File: config.mk
export PLATFORM = sky130hd
export DESIGN_NAME = lcd_output_mode_config
export DESIGN_NICKNAME = d
export VERILOG_FILES = /design/src/rtl/pixel_clock_launch.v /design/src/rtl/vsync_placer.v /design/src/rtl/lcd_output_mode_config.v
export VERILOG_INCLUDE_DIRS = /design/src /design/src/rtl
export SDC_FILE = /design/constraint.sdc
export NUM_CORES = 1
export LEC_CHECK = 0
export BUFFER_PORTS_ARGS = -buffer_cell sky130_fd_sc_hd__buf_2
export CAP_MARGIN = 20
export CORE_ASPECT_RATIO = 2
export CORE_MARGIN = 1
export CORE_UTILIZATION = 40
export CTS_CLUSTER_SIZE = 14
export DETAILED_ROUTE_END_ITERATION = 7
export GPL_TIMING_DRIVEN = 0
export PLACE_DENSITY_LB_ADDON = 0.3
export SYNTH_ARGS = -nofsm -noshare
export SYNTH_HDL_FRONTEND = slang
export SYNTH_SLANG_ARGS = --single-unit
File: constraint.sdc
create_clock -name mclk -period 6.2 [get_ports mclk]
set_input_delay 0.93 -clock mclk [delete_from_list [all_inputs] [get_ports mclk]]
set_output_delay 0.93 -clock mclk [all_outputs]
set_load 0.02 [all_outputs]
File: src/rtl/lcd_output_mode_config_regs.vh
// Register indices, field positions, reset values and codes for LCD mode
`ifndef LCD_OUTPUT_MODE_CONFIG_REGS_VH
`define LCD_OUTPUT_MODE_CONFIG_REGS_VH

// Register indices; byte address is four times the index
`define VSYNC_START_POSITION_IDX    8'h26
`define PIXEL_CLOCK_EDGE_SELECT_IDX 8'h28
`define DISPLAY_MODE_CONTROL_IDX    8'h2A
`define WINDOW_ONE_ADDR_LOW_IDX     8'h2C
`define WINDOW_ONE_ADDR_MID_IDX     8'h2E
`define WINDOW_ONE_ADDR_HIGH_IDX    8'h30
`define CONFIG_COMMIT_IDX           8'h50

// Field positions
`define PCLK_EDGE_BIT      7
`define COMMIT_BIT         7
`define IF_ENABLE_BIT      0
`define OUT_SEL_LSB        1
`define OUT_SEL_MSB        3
`define BUF_SEL_LSB        4
`define BUF_SEL_MSB        7
`define ADDR_LOW_LSB       3

// Reset values
`define VSYNC_START_RESET  8'h00
`define PCLK_EDGE_RESET    1'b0
`define PCLK_RSVD_RESET    3'h0
`define MODE_RESET         8'h00
`define MODE_FIELDS_RESET  7'h00
`define ADDR_LOW_RESET     5'h00
`define ADDR_MID_RESET     8'h00
`define ADDR_HIGH_RESET    8'h00

// Output source codes
`define SRC_SINGLE         3'h0
`define SRC_DOUBLE         3'h1
`define SRC_WINDOW_ONE     3'h2
`define SRC_WINDOW_TWO     3'h3
`define SRC_BOTH_WINDOWS   3'h4
`define SRC_BLANK_LOW      3'h5
`define SRC_BLANK_HIGH     3'h6
`define SRC_COLOUR_BAR     3'h7

// Double buffer fixed pair, first buffer index
`define DOUBLE_PAIR_BASE   4'h0

// Bus responses
`define RESP_OKAY          2'h0
`define RESP_SLVERR        2'h2

`endif

File: src/rtl/pixel_clock_launch.v
// Pixel clock divider with data launch on the selected edge
`timescale 1ns/1ps
`default_nettype none

module pixel_clock_launch
(
  input  wire       mclk,
  input  wire       rst_b,
  input  wire       run,
  input  wire       falling_edge_sel,
  output reg        pclk_reg,
  output wire       launch
);

  // Pixel clock at half of mclk, parked low while stopped
  always @(posedge mclk or negedge rst_b)
  begin
    if (!rst_b)
      pclk_reg <= 1'b0;
    else if (run)
      pclk_reg <= ~pclk_reg;
    else
      pclk_reg <= 1'b0;
  end

  // Data flop updates on the same mclk edge that moves pclk, so new
  // data appears on pclk rising (sel 0) or falling (sel 1)
  assign launch = run & (pclk_reg == falling_edge_sel);

endmodule

`default_nettype wire

File: src/rtl/vsync_placer.v
// Places vertical sync start a set number of lines into non-display
`timescale 1ns/1ps
`default_nettype none

module vsync_placer
(
  input  wire       mclk,
  input  wire       rst_b,
  input  wire       run,
  input  wire       non_display_start,
  input  wire       line_strobe,
  input  wire [7:0] start_lines,
  output reg        vsync_start_reg
);

  reg  [8:0] line_cnt_reg;  // Lines since non-display start
  reg        armed_reg;     // Waiting for the start line

  // Count lines; one pulse when the count meets the start position
  always @(posedge mclk or negedge rst_b)
  begin
    if (!rst_b)
    begin
      line_cnt_reg    <= 9'h000;
      armed_reg       <= 1'b0;
      vsync_start_reg <= 1'b0;
    end
    else if (!run)
    begin
      line_cnt_reg    <= 9'h000;
      armed_reg       <= 1'b0;
      vsync_start_reg <= 1'b0;
    end
    else if (non_display_start)
    begin
      // Zero offset starts sync on the first non-display line
      line_cnt_reg    <= 9'h000;
      armed_reg       <= (start_lines != 8'h00);
      vsync_start_reg <= (start_lines == 8'h00);
    end
    else if (armed_reg && line_strobe)
    begin
      line_cnt_reg    <= line_cnt_reg + 9'h001;
      // Compare against next count so the pulse lands on that line
      if ((line_cnt_reg + 9'h001) == {1'b0, start_lines})
      begin
        vsync_start_reg <= 1'b1;
        armed_reg       <= 1'b0;
      end
      else
        vsync_start_reg <= 1'b0;
    end
    else
      vsync_start_reg <= 1'b0;
  end

endmodule

`default_nettype wire

File: src/rtl/lcd_output_mode_config.v
// LCD output mode configuration with AXI4-Lite register access
`timescale 1ns/1ps
`default_nettype none
`include "lcd_output_mode_config_regs.vh"

module lcd_output_mode_config
(
  input  wire        mclk,
  input  wire        rst_b,
  // AXI4-Lite slave
  input  wire [11:0] s_axi_awaddr,
  input  wire        s_axi_awvalid,
  output reg         s_axi_awready,
  input  wire [31:0] s_axi_wdata,
  input  wire [3:0]  s_axi_wstrb,
  input  wire        s_axi_wvalid,
  output reg         s_axi_wready,
  output reg  [1:0]  s_axi_bresp,
  output reg         s_axi_bvalid,
  input  wire        s_axi_bready,
  input  wire [11:0] s_axi_araddr,
  input  wire        s_axi_arvalid,
  output reg         s_axi_arready,
  output reg  [31:0] s_axi_rdata,
  output reg  [1:0]  s_axi_rresp,
  output reg         s_axi_rvalid,
  input  wire        s_axi_rready,
  // Timing and pixel path, same clock
  input  wire        non_display_start,
  input  wire        line_strobe,
  input  wire [23:0] pixel_in,
  // Panel and fetch side
  output reg         lcd_enable,
  output reg  [2:0]  output_source,
  output reg  [3:0]  frame_buffer_index,
  output reg         double_buffer_active,
  output reg  [23:0] window_one_start_addr,
  output wire        pclk_out,
  output wire        vsync_start,
  output reg  [23:0] panel_data
);

  // Software copies
  reg  [7:0]  vsync_start_reg;    // Vsync start offset, immediate
  reg         pclk_edge_reg;      // Launch edge select
  reg         if_enable_reg;      // Interface enable, immediate
  reg  [6:0]  mode_shadow_reg;    // Mode bits 7..1 awaiting commit
  reg  [4:0]  addr_low_reg;       // Window address bits 7..3
  reg  [7:0]  addr_mid_reg;       // Window address bits 15..8
  reg  [7:0]  addr_high_reg;      // Window address bits 23..16
  // Working copies used by the display
  reg  [6:0]  mode_work_reg;      // Committed mode bits 7..1
  reg  [20:0] addr_work_reg;      // Committed address bits 23..3
  // Bus state and colour bar position
  reg         aw_have_reg;        // Write address captured
  reg         w_have_reg;         // Write data captured
  reg  [7:0]  waddr_idx_reg;      // Captured write index
  reg  [7:0]  wdata_reg;          // Captured low byte
  reg         wlane_reg;          // Low byte lane enabled
  reg  [3:0]  bar_cnt_reg;        // Colour bar column prescale
  reg  [2:0]  bar_idx_reg;        // Colour bar number

  wire        launch;
  wire        do_write;
  wire [2:0]  work_src;
  wire [7:0]  rd_idx;
  wire        ar_take;

  // Index from a byte address; decode shared by both paths
  function [7:0] addr_to_idx;
    input [11:0] addr;
    begin
      addr_to_idx = addr[9:2];
    end
  endfunction

  // Whether an index names a register of this block
  function is_mapped;
    input [7:0] idx;
    begin
      case (idx)
        `VSYNC_START_POSITION_IDX,
        `PIXEL_CLOCK_EDGE_SELECT_IDX,
        `DISPLAY_MODE_CONTROL_IDX,
        `WINDOW_ONE_ADDR_LOW_IDX,
        `WINDOW_ONE_ADDR_MID_IDX,
        `WINDOW_ONE_ADDR_HIGH_IDX,
        `CONFIG_COMMIT_IDX:
          is_mapped = 1'b1;
        default:
          is_mapped = 1'b0;
      endcase
    end
  endfunction

  assign work_src   = mode_work_reg[2:0];
  assign do_write   = aw_have_reg & w_have_reg & ~s_axi_bvalid;
  assign rd_idx     = addr_to_idx(s_axi_araddr);
  assign ar_take    = s_axi_arvalid & s_axi_arready;

  // Write address channel: take once, hold until response is issued
  always @(posedge mclk or negedge rst_b)
  begin
    if (!rst_b)
    begin
      aw_have_reg   <= 1'b0;
      waddr_idx_reg <= 8'h00;
      s_axi_awready <= 1'b0;
    end
    else if (s_axi_awvalid && s_axi_awready)
    begin
      aw_have_reg   <= 1'b1;
      waddr_idx_reg <= addr_to_idx(s_axi_awaddr);
      s_axi_awready <= 1'b0;
    end
    else if (do_write)
      aw_have_reg   <= 1'b0;
    else
      // Ready only while free and no response pending
      s_axi_awready <= ~aw_have_reg & ~s_axi_bvalid;
  end

  // Write data channel: either order against the address
  always @(posedge mclk or negedge rst_b)
  begin
    if (!rst_b)
    begin
      w_have_reg   <= 1'b0;
      wdata_reg    <= 8'h00;
      wlane_reg    <= 1'b0;
      s_axi_wready <= 1'b0;
    end
    else if (s_axi_wvalid && s_axi_wready)
    begin
      w_have_reg   <= 1'b1;
      wdata_reg    <= s_axi_wdata[7:0];
      wlane_reg    <= s_axi_wstrb[0];
      s_axi_wready <= 1'b0;
    end
    else if (do_write)
      w_have_reg   <= 1'b0;
    else
      s_axi_wready <= ~w_have_reg & ~s_axi_bvalid;
  end

  // Write response, one cycle after both halves are held
  always @(posedge mclk or negedge rst_b)
  begin
    if (!rst_b)
    begin
      s_axi_bvalid <= 1'b0;
      s_axi_bresp  <= `RESP_OKAY;
    end
    else if (do_write)
    begin
      s_axi_bvalid <= 1'b1;
      // Unmapped address answers with slave error
      s_axi_bresp  <= is_mapped(waddr_idx_reg) ? `RESP_OKAY : `RESP_SLVERR;
    end
    else if (s_axi_bready)
      s_axi_bvalid <= 1'b0;
  end

  // Register writes; only byte lane 0 carries data
  always @(posedge mclk or negedge rst_b)
  begin
    if (!rst_b)
    begin
      vsync_start_reg <= `VSYNC_START_RESET;
      pclk_edge_reg   <= `PCLK_EDGE_RESET;
      if_enable_reg   <= 1'b0;
      mode_shadow_reg <= `MODE_FIELDS_RESET;
      addr_low_reg    <= `ADDR_LOW_RESET;
      addr_mid_reg    <= `ADDR_MID_RESET;
      addr_high_reg   <= `ADDR_HIGH_RESET;
    end
    else if (do_write && wlane_reg)
    begin
      case (waddr_idx_reg)
        `VSYNC_START_POSITION_IDX:
          vsync_start_reg <= wdata_reg;
        `PIXEL_CLOCK_EDGE_SELECT_IDX:
          pclk_edge_reg   <= wdata_reg[`PCLK_EDGE_BIT];
        `DISPLAY_MODE_CONTROL_IDX:
        begin
          // Enable bypasses the shadow; the rest waits for commit
          if_enable_reg   <= wdata_reg[`IF_ENABLE_BIT];
          mode_shadow_reg <= wdata_reg[7:1];
        end
        `WINDOW_ONE_ADDR_LOW_IDX:
          addr_low_reg    <= wdata_reg[7:`ADDR_LOW_LSB];
        `WINDOW_ONE_ADDR_MID_IDX:
          addr_mid_reg    <= wdata_reg;
        `WINDOW_ONE_ADDR_HIGH_IDX:
          addr_high_reg   <= wdata_reg;
        default: vsync_start_reg <= vsync_start_reg;
      endcase
    end
  end

  // Commit copies shadows to working copies, running or not
  always @(posedge mclk or negedge rst_b)
  begin
    if (!rst_b)
    begin
      mode_work_reg <= `MODE_FIELDS_RESET;
      addr_work_reg <= {`ADDR_HIGH_RESET, `ADDR_MID_RESET, `ADDR_LOW_RESET};
    end
    else if (do_write && wlane_reg &&
             waddr_idx_reg == `CONFIG_COMMIT_IDX &&
             wdata_reg[`COMMIT_BIT])
    begin
      mode_work_reg <= mode_shadow_reg;
      addr_work_reg <= {addr_high_reg, addr_mid_reg,
                        addr_low_reg};
    end
  end

  // Read channel; commit register reads zero, it self-clears
  always @(posedge mclk or negedge rst_b)
  begin
    if (!rst_b)
    begin
      s_axi_arready <= 1'b0;
      s_axi_rvalid  <= 1'b0;
      s_axi_rdata   <= 32'h00000000;
      s_axi_rresp   <= `RESP_OKAY;
    end
    else if (ar_take)
    begin
      s_axi_arready <= 1'b0;
      s_axi_rvalid  <= 1'b1;
      s_axi_rresp   <= is_mapped(rd_idx) ? `RESP_OKAY : `RESP_SLVERR;
      case (rd_idx)
        `VSYNC_START_POSITION_IDX:
          s_axi_rdata <= {24'h000000, vsync_start_reg};
        `PIXEL_CLOCK_EDGE_SELECT_IDX:
          s_axi_rdata <= {24'h000000, pclk_edge_reg, 4'h0,
                          `PCLK_RSVD_RESET};
        `DISPLAY_MODE_CONTROL_IDX:
          s_axi_rdata <= {24'h000000, mode_shadow_reg, if_enable_reg};
        `WINDOW_ONE_ADDR_LOW_IDX:
          s_axi_rdata <= {24'h000000, addr_low_reg, 3'h0};
        `WINDOW_ONE_ADDR_MID_IDX:
          s_axi_rdata <= {24'h000000, addr_mid_reg};
        `WINDOW_ONE_ADDR_HIGH_IDX:
          s_axi_rdata <= {24'h000000, addr_high_reg};
        default:
          s_axi_rdata <= 32'h00000000;
      endcase
    end
    else if (s_axi_rvalid && s_axi_rready)
    begin
      // Data held until the master takes it
      s_axi_rvalid  <= 1'b0;
      s_axi_arready <= 1'b1;
    end
    else if (!s_axi_rvalid)
      s_axi_arready <= 1'b1;
  end

  // Display-facing configuration outputs, registered
  always @(posedge mclk or negedge rst_b)
  begin
    if (!rst_b)
    begin
      lcd_enable            <= 1'b0;
      output_source         <= `SRC_SINGLE;
      frame_buffer_index    <= 4'h0;
      double_buffer_active  <= 1'b0;
      window_one_start_addr <= 24'h000000;
    end
    else
    begin
      lcd_enable            <= if_enable_reg;
      output_source         <= work_src;
      double_buffer_active  <= (work_src == `SRC_DOUBLE);
      // Code n is buffer n+1, so the index passes through as is
      frame_buffer_index    <= (work_src == `SRC_DOUBLE)
                               ? `DOUBLE_PAIR_BASE
                               : mode_work_reg[6:3];
      window_one_start_addr <= {addr_work_reg, 3'h0};
    end
  end

  pixel_clock_launch u_pclk
  (
    .mclk             (mclk),
    .rst_b            (rst_b),
    .run              (lcd_enable),
    .falling_edge_sel (pclk_edge_reg),
    .pclk_reg         (pclk_out),
    .launch           (launch)
  );

  vsync_placer u_vsync
  (
    .mclk              (mclk),
    .rst_b             (rst_b),
    .run               (lcd_enable),
    .non_display_start (non_display_start),
    .line_strobe       (line_strobe),
    .start_lines       (vsync_start_reg),
    .vsync_start_reg   (vsync_start)
  );

  // Colour bar position: eight bars, each 16 pixel launches wide
  always @(posedge mclk or negedge rst_b)
  begin
    if (!rst_b)
    begin
      bar_cnt_reg <= 4'h0;
      bar_idx_reg <= 3'h0;
    end
    else if (line_strobe || !lcd_enable)
    begin
      bar_cnt_reg <= 4'h0;
      bar_idx_reg <= 3'h0;
    end
    else if (launch)
    begin
      bar_cnt_reg <= bar_cnt_reg + 4'h1;
      if (bar_cnt_reg == 4'hF)
        bar_idx_reg <= bar_idx_reg + 3'h1;
    end
  end

  // Panel data launched on the selected pixel clock edge
  always @(posedge mclk or negedge rst_b)
  begin
    if (!rst_b)
      panel_data <= 24'h000000;
    else if (!lcd_enable)
      panel_data <= 24'h000000;
    else if (launch)
    begin
      case (output_source)
        `SRC_BLANK_LOW:
          panel_data <= 24'h000000;
        `SRC_BLANK_HIGH:
          panel_data <= 24'hFFFFFF;
        `SRC_COLOUR_BAR:
          panel_data <= {{8{bar_idx_reg[2]}}, {8{bar_idx_reg[1]}},
                         {8{bar_idx_reg[0]}}};
        // Buffer and window sources come from the fetch path
        default:
          panel_data <= pixel_in;
      endcase
    end
  end

endmodule

`default_nettype wire

Yosys cells after proc, flatten, opt, wreduce, memory -nomap -nowiden --
Cells that the tools add are included.
Word-level totals: register bits after elaboration 199, output and inout port bits 100, word-level logic and storage cells 143, input port bits 93
Operators by class: bitwise operators 10, eq/ne operators 27, muxes and demuxes 42, reduce and logical (&&, ||, !) cells 27, add/subtract/negate cells 3
Operators by type and width (count):
- 8-bit by 6-bit == test with 1-bit output (second input constant) | 12
- 24-bit case mux with 3 select lines | 1
- 24-bit two-way mux | 2
- 8-bit case mux with 6 select lines | 1
- 1-bit two-way mux | 27
- 9-bit two-way mux | 3
- 8-bit by 7-bit == test with 1-bit output (second input constant) | 2
- 2-bit AND reduction | 8
- 7-bit OR reduction | 2
- 4-bit two-way mux | 3
- 2-bit nonzero test | 6
- 9-bit by 1-bit adder with 9-bit output (second input constant) | 1
- 3-bit == test (second input constant) | 3
- 9-bit by 8-bit == test with 1-bit output | 1
- 3-bit two-way mux | 3
- 8-bit logical NOT | 1
- 8-bit nonzero test | 1
- 1-bit logical AND | 7
- 1-bit AND | 6
- 2-bit by 1-bit inequality test with 1-bit output (second input constant) | 3
- 3-bit by 2-bit inequality test with 1-bit output (second input constant) | 2
- 4-bit by 1-bit adder with 4-bit output (second input constant) | 1
- 4-bit == test (second input constant) | 1
- 2-bit two-way mux | 2
- 7 further kinds | 10

Longest topological paths before layout --
Gate-level depths: netlist of run 1.
word-level depth 6, mapped depth 7, gate-level depth less buffers 6

By module --
From an unflattened synthesis of run 1, not the netlist that was laid out.
Second synthesis, totals: cell total of the unflattened synthesis 595, area total of the unflattened synthesis 7430.9 µm²
By module, submodules not included:
- lcd_output_mode_config | area an instance 6627.6 µm², cells an instance 504, sequential area each 4028.9 µm², instances 1
- vsync_placer | area an instance 754.5 µm², cells an instance 87, sequential area each 275.3 µm², instances 1
- pixel_clock_launch | area an instance 48.8 µm², cells an instance 4, sequential area each 25.0 µm², instances 1

Worst setup path before layout of run 1 --
Ideal clock, no wire load.
path kind input to register, start in s_axi_araddr[8], end reg s_axi_rdata[0], data required time 6134 ps, arrival time 2485 ps, path buffers 1, setup slack 3649 ps, cell stages on the path 6, setup time 66 ps, path through or3b_2 -> or4b_1 -> buf_2 -> nor3b_2 -> o2bb2ai_1 -> a22o_1
Between the ends: longest elaborated chain between the ends 2, elaborated cells on any way between the ends 7, those cells by class eq/ne (6); mux (1)
Ends and longest elaborated chain:
- start, declared | line lcd_output_mode_config.v:21 | input wire [11:0] s_axi_araddr,
- 8-bit by 6-bit == test with 1-bit output | line lcd_output_mode_config.v:234 | case (rd_idx)
- 8-bit case mux with 6 select lines (*) | line lcd_output_mode_config.v:234
- end signal, assigned | line lcd_output_mode_config.v:236 | s_axi_rdata <= {24'h000000, vsync_start_reg};
- end signal, assigned | line lcd_output_mode_config.v:238 | s_axi_rdata <= {24'h000000, pclk_edge_reg, 4'h0,
- end signal, assigned | line lcd_output_mode_config.v:241 | s_axi_rdata <= {24'h000000, mode_shadow_reg, if_enable_reg};
- end, declared | line lcd_output_mode_config.v:24 | output reg [31:0] s_axi_rdata,
Mark *: on every way between the ends. The rest lies on a longest branch, timed or not. A chain may end at the register's enable or synchronous reset.

Worst setup path in the final report of run 1 --
start in s_axi_araddr[8], end reg s_axi_rdata[2]
The elaborated chain is that of the path after synthesis.

==> summary by stage, run 1 <==
Final layout
From synthesis to final layout, the design area changed by 22.78%. The library cells used most frequently in the layout, excluding fill and tap cells, are 173 x sky130_fd_sc_hd__dfrtp_1, 127 x sky130_fd_sc_hd__buf_2, 90 x sky130_fd_sc_hd__mux2_2. With fillers left out, the area of the finished cells amounts to between 0.008 and 0.009 sq mm. The register with the most flip-flops in the layout has 24 of them. The filler-free cell count of the finished design is 978. The commonest non-fill, non-tap cell in the layout is sky130_fd_sc_hd__dfrtp_1. For this run, the post-layout net count is roughly 850. The number of antenna diodes in the final layout is 0. The layout cell share with drive strength beyond 1 is 38.43%.

Drt
After detailed routing, the number of remaining DRC violations is 0. The number of antenna-violating nets in the routed design is 0. The via density per instance is 5.056. Before antenna repair, the detailed router went through 4 iterations. The number of vias in the routed layout is 4945. The DRC marker count from the first detailed-route iteration is 168. The final routed wire length divided by cell count is 17.01 um.

Wires add up to between 15000 and 20000 um.

Clocking
The buffer count from post-CTS setup fixing is 0. The number of buffers inserted by hold repair at cts is 0. The worst-skew pair later-pin latency is between 400 and 500 ps.

In this run the number of H-tree levels came out at 4. The maximum clock insertion buffer count is 2. The tree is rooted in a sky130_fd_sc_hd__clkbuf_16. The number of gates resized after cts is 0. The CTS tree is yes.

The total CTS buffers is 17. For this design, the sink count on the clock tree is 173. After clock tree synthesis, the clock-pin slew on the worst setup and hold paths is 70 ps.

STA
The number of max-slew violations in the final report is 0. In the finished design, the share of the clock period the worst path needs comes to 38.12%. The remaining max-slew budget at the tightest pin is between 50% and 60%. For the final database, setup skew stands at 11.15 ps. Based on the critical path, the design can be clocked at up to between 400 and 500 MHz. The total count of hold-check failures in the final report is 0. Setup repair after global routing left no endpoint under its margin. The setup TNS after final layout is 0 ps.

At the pin with the least slew margin, the transition time is between 700 and 800 ps. Setup violations remaining at the end of the flow were counted as 0. The minimum period implied by the final worst setup slack is 2364 ps. The worst path meets setup with between 3000 and 4000 ps of slack.

Hold path
The path category of the worst min-delay check is reg -> reg. The startpoint identified for the worst hold timing path is addr_work_reg[19]. The number of cells on the worst hold path is 0. The capture endpoint of the worst hold path is window_one_start_addr[22].

Floorplanning
The initial core utilization is between 40% and 50%. approximately 190 I/O pins were placed. The standard-cell row count is ~70. The die is 97.24 um wide. The y dimension of the die is just under 200 um. The core footprint is 0.01778 sq mm. The full die area is 0.01872 sq mm.

Pwr
Sequential cells burn between 40% and 50% of the power. Internal power comes to 2018 uW. The worst IR drop on VDD is 0.2298 mV.

The leakage power figure is 0.004508 uW. In this run the power spent charging and discharging nets is between 700 and 800 uW. Total power for the finished layout comes to ~2800 uW.

The part of the total power dissipated in combinational logic is between 10% and 20%. Power spread over the standard cell area amounts to around 320 mW/mm^2. The part of the power in the clock network is 38.9%. In this run switching power makes up between 20 and 30% of total power.

Setup path
At the worst endpoint, the required time is 6570 ps. The path depth of the worst reg2reg path is 5. The category of cells accounting for the largest share of critical-path delay is simple AND/OR/NAND/NOR gates.

The critical path's slowest cell is sky130_fd_sc_hd__or4b_1. The register-to-register setup slack is 3870 ps. Among the stages of the critical path, the cell type that occurs most often is sky130_fd_sc_hd__buf_2.

The combined buffer and inverter count along the critical path is 2. In this run the critical register-to-register path is captured at mode_shadow_reg[0]. The type of the worst setup path is in -> reg.

Along the worst path, the maximum fanout reaches 6. The largest single stage delay on the critical path is 510 ps. Walking the worst path, the cells encountered are buf_2 -> or3b_2 -> or4b_1 -> buf_2 -> nor3b_2 -> o2bb2ai_1 -> a22o_1. The worst register-to-register path begins at waddr_idx_reg[0]. The sort of element at the end of the critical path is a flip-flop. STA puts the critical path data arrival time at between 2000 and 3000 ps. STA classifies the critical path startpoint as an input port.

Global route
The global-route wire length before repair is 26750 um. The number of antenna violations at the first check in global routing is 0. Entering global routing, the biggest net connects 132 pins. After global routing the overflow that remains totals 0. The number of global-route vias before repair is 5155. Global routing consumed, over all layers together, 18.74% of the routing resources.

Synthesis
For this run, the register share of the synthesized area comes to 59.66%. A synthesized cell averages 12.56 sq um. The number of storage elements in the synthesis netlist is 173. For this run, the number of Yosys warnings is 0. The count of flip-flops with a built-in enable after synthesis is 0. The mapped netlist covers 0.007257 sq mm. The most frequently used flop master after synthesis is sky130_fd_sc_hd__dfrtp_1. Counting every instance in the synthesized netlist gives 578. In the synthesized netlist the async set-or-reset flop fraction comes to 100.0%.

The number of distinct library cell variants in the gate-level netlist after synthesis is 55.

Placement
The number of buffers inserted by port buffering is 126. The global placer's final weighted congestion is 0.8860. After legalization and detailed placement, the total HPWL measured 12700 um.

Once placement finished, the instance area stood at 0.008297 sq mm. The cell count after placement is 946. The post-placement setup slack is 3396 ps.

Run
Across the run, the number of max-cap violations was 0.

Outcome
The flow ran to the end, and the final reports show no timing, DRC or antenna violations.
-- cell usage after synthesis (4+ instances only) --
master	n	area share [%]
sky130_fd_sc_hd__mux2_2	90	14
sky130_fd_sc_hd__inv_1	5	0.26
sky130_fd_sc_hd__nor3_1	5	0.34
sky130_fd_sc_hd__o22a_1	4	0.48
sky130_fd_sc_hd__nor2b_1	10	0.86
sky130_fd_sc_hd__nor2_1	43	2.2
sky130_fd_sc_hd__o21ai_0	38	2.6
sky130_fd_sc_hd__nand2_1	50	2.6
sky130_fd_sc_hd__a22oi_1	12	1.2
sky130_fd_sc_hd__nand3_1	8	0.55
sky130_fd_sc_hd__dfrtp_1	173	60
sky130_fd_sc_hd__clkbuf_1	11	0.57
sky130_fd_sc_hd__buf_4	29	3.0
sky130_fd_sc_hd__a21oi_1	5	0.34
sky130_fd_sc_hd__nand4_1	4	0.34
sky130_fd_sc_hd__xor2_1	9	1.1
sky130_fd_sc_hd__xnor2_1	12	1.4
sky130_fd_sc_hd__nor4_1	4	0.34
-- cells by family (layout without fill, tap and decap cells) --
kind of cell,after synthesis,in the layout,share of synthesized area [%]
simple gates,155,155,11.14
compound gates,82,82,7.328
buf+inv,49,208,4.069
other cells,1,29,0.05167
xor+xnor,21,21,2.535
flops,173,173,59.66
mux,94,94,14.71
fa+ha+maj,3,3,0.5173
-- layout make-up --
cell class              instances  area (sq um)
clock inverters                13         170.2
fillers                      1601          8875
inverters                       5         18.77
clock buffers                  19         442.9
plain buffers                  44         276.5
flip-flops and latches        173          4329
multi-input cells             384          2738
well taps                     213         266.5
repair buffers                127         668.1
-- metal layers --
metal / up-vias / track usage (%) / part of all wire [%]
met5: - / 0 / 0
met4: 0 / 8.993 / 3.6
li1: 2329 / - / -
met3: 35 / 4.672 / 4.9
met2: 150 / 35.43 / 55
met1: 2431 / 19.05 / 36
-- how the worst max path moves through the flow --
| stage | slack [ps] | to | startpoint | cells after the start |
|---|---|---|---|---|
| 2_1_floorplan | 3650 | s_axi_rdata[0] | s_axi_araddr[8] | 6 |
| 3_3_place_gp | 1670 | addr_work_reg[5] | rst_b | 1 |
| 3_5_place_dp | 3400 | s_axi_rdata[2] | s_axi_araddr[8] | 7 |
| 4_1_cts | 3850 | mode_shadow_reg[0] | waddr_idx_reg[0] | 5 |
| 5_1_grt | 3750 | mode_shadow_reg[5] | waddr_idx_reg[0] | 5 |
| 6_report | 3840 | s_axi_rdata[2] | s_axi_araddr[8] | 7 |
-- through the flow --
stage	util (%)	hold WS (ps)
after floorplan	-	348.6
after global placement	46.44	360.1
after detailed placement	46.65	361.5
after CTS	50.10	375.8
final	50.10	370.8
after global routing	50.10	381.1
-- power groups by stage --
stage	registers [uW]	clock network, uW	logic, uW
floorplan	1370	0	208
global placement	1400	0	318
detailed placement	1410	0	334
CTS	1380	1120	335
global route	1400	1170	363
finish	1390	1090	331
Power figures use the tool's default switching activity.
==> run 2, diff against run 1 <==
ABC_AREA = 1   (was not set)
clock period = 2.2 ns   (was 6.2 ns; I/O delays follow)
==> summary by stage, run 2 <==
Drt
The routed wire length is 18510 um (+11%). The DRC marker count from the first detailed-route iteration is 275 (+64%). The via density per instance is 4.787 (-5.3%). The DRC violation count after routing is 0 (unchanged). The final routed wire length divided by cell count is 14.74 um (-13%). The iteration count of the initial detailed-routing pass is 4 (unchanged). The number of vias in the routed layout is 6013 (+22%). The number of antenna-violating nets in the routed design is 0 (unchanged).

Floorplanning
The x dimension of the die is 99.28 um (+2.1%). The standard-cell row count is 70 (+1.4%). The y dimension of the die is 196.5 um (+2.1%). The core footprint is 0.01839 sq mm (+3.4%). The number of primary I/O pins is 193 (unchanged). The initial core utilization came to 41.16% (+0.35 points). The full die area is 0.01951 sq mm (+4.2%).

STA
Dividing the final minimum period by the clock period gives between 80 and 90%. The total count of hold-check failures in the final report came to 0 (unchanged). The setup TNS after final layout is 0 ps (unchanged). The worst path setup slack after routing is 354.3 ps (-3482 ps).

The worst hold slack after final layout is 83.70 ps (-287.1 ps). The actual slew at the worst max-slew pin is 649.3 ps (-51.53 ps). The clock skew came to 10.20 ps (-0.9474 ps).

Setup repair after global routing left no endpoint under its margin. The highest clock rate is roughly 540 MHz. The remaining max-slew budget at the tightest pin is 56.72% (+3.8 points).

The setup-violating endpoint count in the final report came to 0 (unchanged). The minimum period implied by the final worst setup slack is 1846 ps. The number of max-slew violations in the final report is 0 (unchanged).

Synthesis
The number of warnings issued by yosys came to 0 (unchanged). Sorting the synthesized cells by area gives the leading types as sky130_fd_sc_hd__dfrtp_1 57%, sky130_fd_sc_hd__nand2_1 10%, sky130_fd_sc_hd__o21ai_0 5.9%, sky130_fd_sc_hd__inv_1 4.9%, sky130_fd_sc_hd__nand3_1 4.8%. The number of storage elements in the synthesis netlist is 173 (unchanged). In the synthesized netlist, the cells that appear most often are 202 x sky130_fd_sc_hd__nand2_1, 173 x sky130_fd_sc_hd__dfrtp_1, 99 x sky130_fd_sc_hd__inv_1.

The number of distinct library cell variants in the gate-level netlist after synthesis was 34 (-38%). The largest area contributor in the netlist is sky130_fd_sc_hd__dfrtp_1. The synthesized cell area is 0.007570 sq mm (+4.3%).

The most frequently used flop master after synthesis is sky130_fd_sc_hd__dfrtp_1. The instance count of the mapped netlist is 849 (+47%). The share of async-settable or async-resettable flops after synthesis came to 100.0% (unchanged). The portion of the post-synthesis area used by sequential elements is 57.19% (-2.5 points). The library cell with the highest instance count after synthesis is sky130_fd_sc_hd__nand2_1.

The synthesized area divided by synthesized cell count came to 8.916 sq um (-29%). The count of flip-flops with a built-in enable after synthesis was 0 (unchanged). The area share of the largest cell type after synthesis is 57.19% (-2.5 points).

Placement
The global placer's final weighted congestion was 0.9043 (+2.1%). The post-detailed-placement half-perimeter wirelength was 14000 um (+10%). The cell count after placement is 1222 (+29%). The post-placement setup slack was 301.0 ps (-3095 ps). The number of buffers inserted by port buffering came to 128 (+1.6%).

Final layout
The antenna cell count is 0 (unchanged). The filler-free cell count of the finished design is 1256 (+28%). The layout cell share with drive strength beyond 1 is 22.88% (-16 points). The commonest non-fill, non-tap cell in the layout is sky130_fd_sc_hd__nand2_1. In the layout the commonest cells are 202 x sky130_fd_sc_hd__nand2_1, 173 x sky130_fd_sc_hd__dfrtp_1, 133 x sky130_fd_sc_hd__buf_2. The flip-flop count of the largest register, all copies and words added is 24 (unchanged). The final core area utilization is 50.27% (+0.17 points). The final layout net count is 1123 (+32%). The area growth from synthesis to layout is 22.13%.

Pwr
The leakage power figure came to 0.004818 uW (+6.9%). The worst IR drop on VDD is 0.4330 mV (+88%). The power per standard cell area is 935.1 mW/mm^2 (+200%).

Setup path
The sort of element at the end of the critical path is a flip-flop. The register-to-register setup slack was 350 ps (-3520 ps). The worst setup path is of the reg -> reg kind. The path depth of the worst reg2reg path is 7 (+2).

The required time of the critical path is 2500 ps (-4070 ps). The data arrival time of the critical path is 2140 ps (-590 ps). The nature of the critical path startpoint is a flip-flop.

The worst register-to-register path begins at waddr_idx_reg[6]. The top fanout value on the critical path is 10 (+4). The worst flop-to-flop path endpoint is addr_mid_reg[7].

Clocking
The cell at the root of the clock tree is sky130_fd_sc_hd__clkbuf_16. The maximum clock insertion buffer count is 2 (unchanged). The clock transition at the register clock pins on the worst setup and hold paths after CTS is 70 ps (about the same). The TritonCTS sink count is 173 (unchanged). The maximum level of the CTS H-tree came to 4 (unchanged).

The number of gates resized after cts is 0 (unchanged). The worst-skew pair later-pin latency is 430 ps (about the same). TritonCTS built the clock tree. The total CTS buffers is 17 (unchanged).

Hold path
The worst hold path begins at s_axi_bready. The path category of the worst min-delay check is in -> reg. The number of cells on the worst hold path is 2 (+2).

The worst hold path terminates at s_axi_bvalid.

Global route
The global routing usage summed across all routing layers is 19.99% (+1.2 points). The number of antenna violations at the first check in global routing is 1 (+1). The pin count of the biggest net entering global routing is 125 (-5.3%). The number of global-route vias before repair is 5935 (+15%). The sum of overflow across all layers after global routing is 0 (unchanged). The global-route wire length before repair is 29730 um (+11%).

Run
The number of maximum-capacitance violations is 0 (unchanged).

Outcome
The flow ran to the end, and the final reports show no timing, DRC or antenna violations.
## run 2: cell count changes after synthesis, sizes merged, moves of 10 or more
cell	before	now
buf	33	43
mux2	91	0
o21ai	38	120
nand2	51	202
nor2	44	67
inv	5	100
xnor2	12	0
nand3	8	73
a21oi	5	16
nor2b	10	0
a22oi	12	0
## run 2: critical path: stages, from the launching register on
cell and delay [ps]:
sky130_fd_sc_hd__dfrtp_1 380, sky130_fd_sc_hd__inv_1 90, sky130_fd_sc_hd__nand4_1 170, sky130_fd_sc_hd__nor3_2 250
sky130_fd_sc_hd__nand4_1 340, sky130_fd_sc_hd__clkbuf_1 310, sky130_fd_sc_hd__nand2_1 90, sky130_fd_sc_hd__o21ai_0 80
## run 2: final cells by class
cell class / instances / area [sq um]
Buffer: 54 / 364.1
Tap cell: 216 / 270.3
Timing Repair Buffer: 131 / 695.7
Clock inverter: 15 / 178.9
Fill cell: 1804 / 9148
Inverter: 100 / 375.4
Multi-Input combinational cell: 550 / 2606
Sequential cell: 173 / 4329
Clock buffer: 17 / 425.4
## run 2: worst max-delay path by stage
stage                     startpoint                to  slack (ps)
finish              waddr_idx_reg[6]   addr_mid_reg[7]         350
detailed placement      s_axi_bvalid     if_enable_reg         300
floorplan               s_axi_bvalid  addr_high_reg[6]         570
CTS                     s_axi_bvalid     if_enable_reg         280
global route        waddr_idx_reg[6]   addr_mid_reg[2]          20
global placement               rst_b      s_axi_bvalid       -1940
## run 2: power breakdown
| group | switching [uW] | total, uW | internal (uW) | leakage (uW) |
|---|---|---|---|---|
| clock network | 1360 | 3080 | 1710 | 0.000294 |
| logic | 1180 | 1670 | 483 | 0.00217 |
| registers | 301 | 3900 | 3600 | 0.00235 |
| total | 2850 | 8650 | 5800 | 0.00482 |
## run 2: cell families (layout without fill, tap and decap cells)
| family | Yosys count | after routing | synth area share [%] |
|---|---|---|---|
| simple gates | 370 | 370 | 20.89 |
| fa+ha+maj | 3 | 3 | 0.4959 |
| flops | 173 | 173 | 57.19 |
| compound gates | 146 | 146 | 11.19 |
| buf+inv | 154 | 317 | 9.769 |
| xor+xnor | 2 | 2 | 0.4132 |
| other cells | 1 | 29 | 0.04954 |
## run 2: metal layers
layer / wire (um) / part of all wire, % / up-vias / global-route usage [%]
met5: 12 / 0.065 / - / 0
li1: - / - / 3042 / -
met2: 9984 / 54 / 173 / 36.88
met1: 6935 / 37 / 2761 / 20.83
met3: 923 / 5.0 / 35 / 4.362
met4: 657 / 3.5 / 2 / 10.35
## run 2: repair_timing
action | 4_1_cts | 5_1_grt
hold buffers | 1 | 0
setup endpoints to repair | 0 | 4
buffers inserted | 0 | 1
endpoints found under the hold margin | 49 | 0
## run 2: through the flow
step / instance area, sq um / total power [uW]
after floorplan: 7675 / 4975
after global placement: 8586 / 5614
after detailed placement: 8623 / 5659
after CTS: 9238 / 8756
after global routing: 9245 / 9112
final: 9245 / 8645
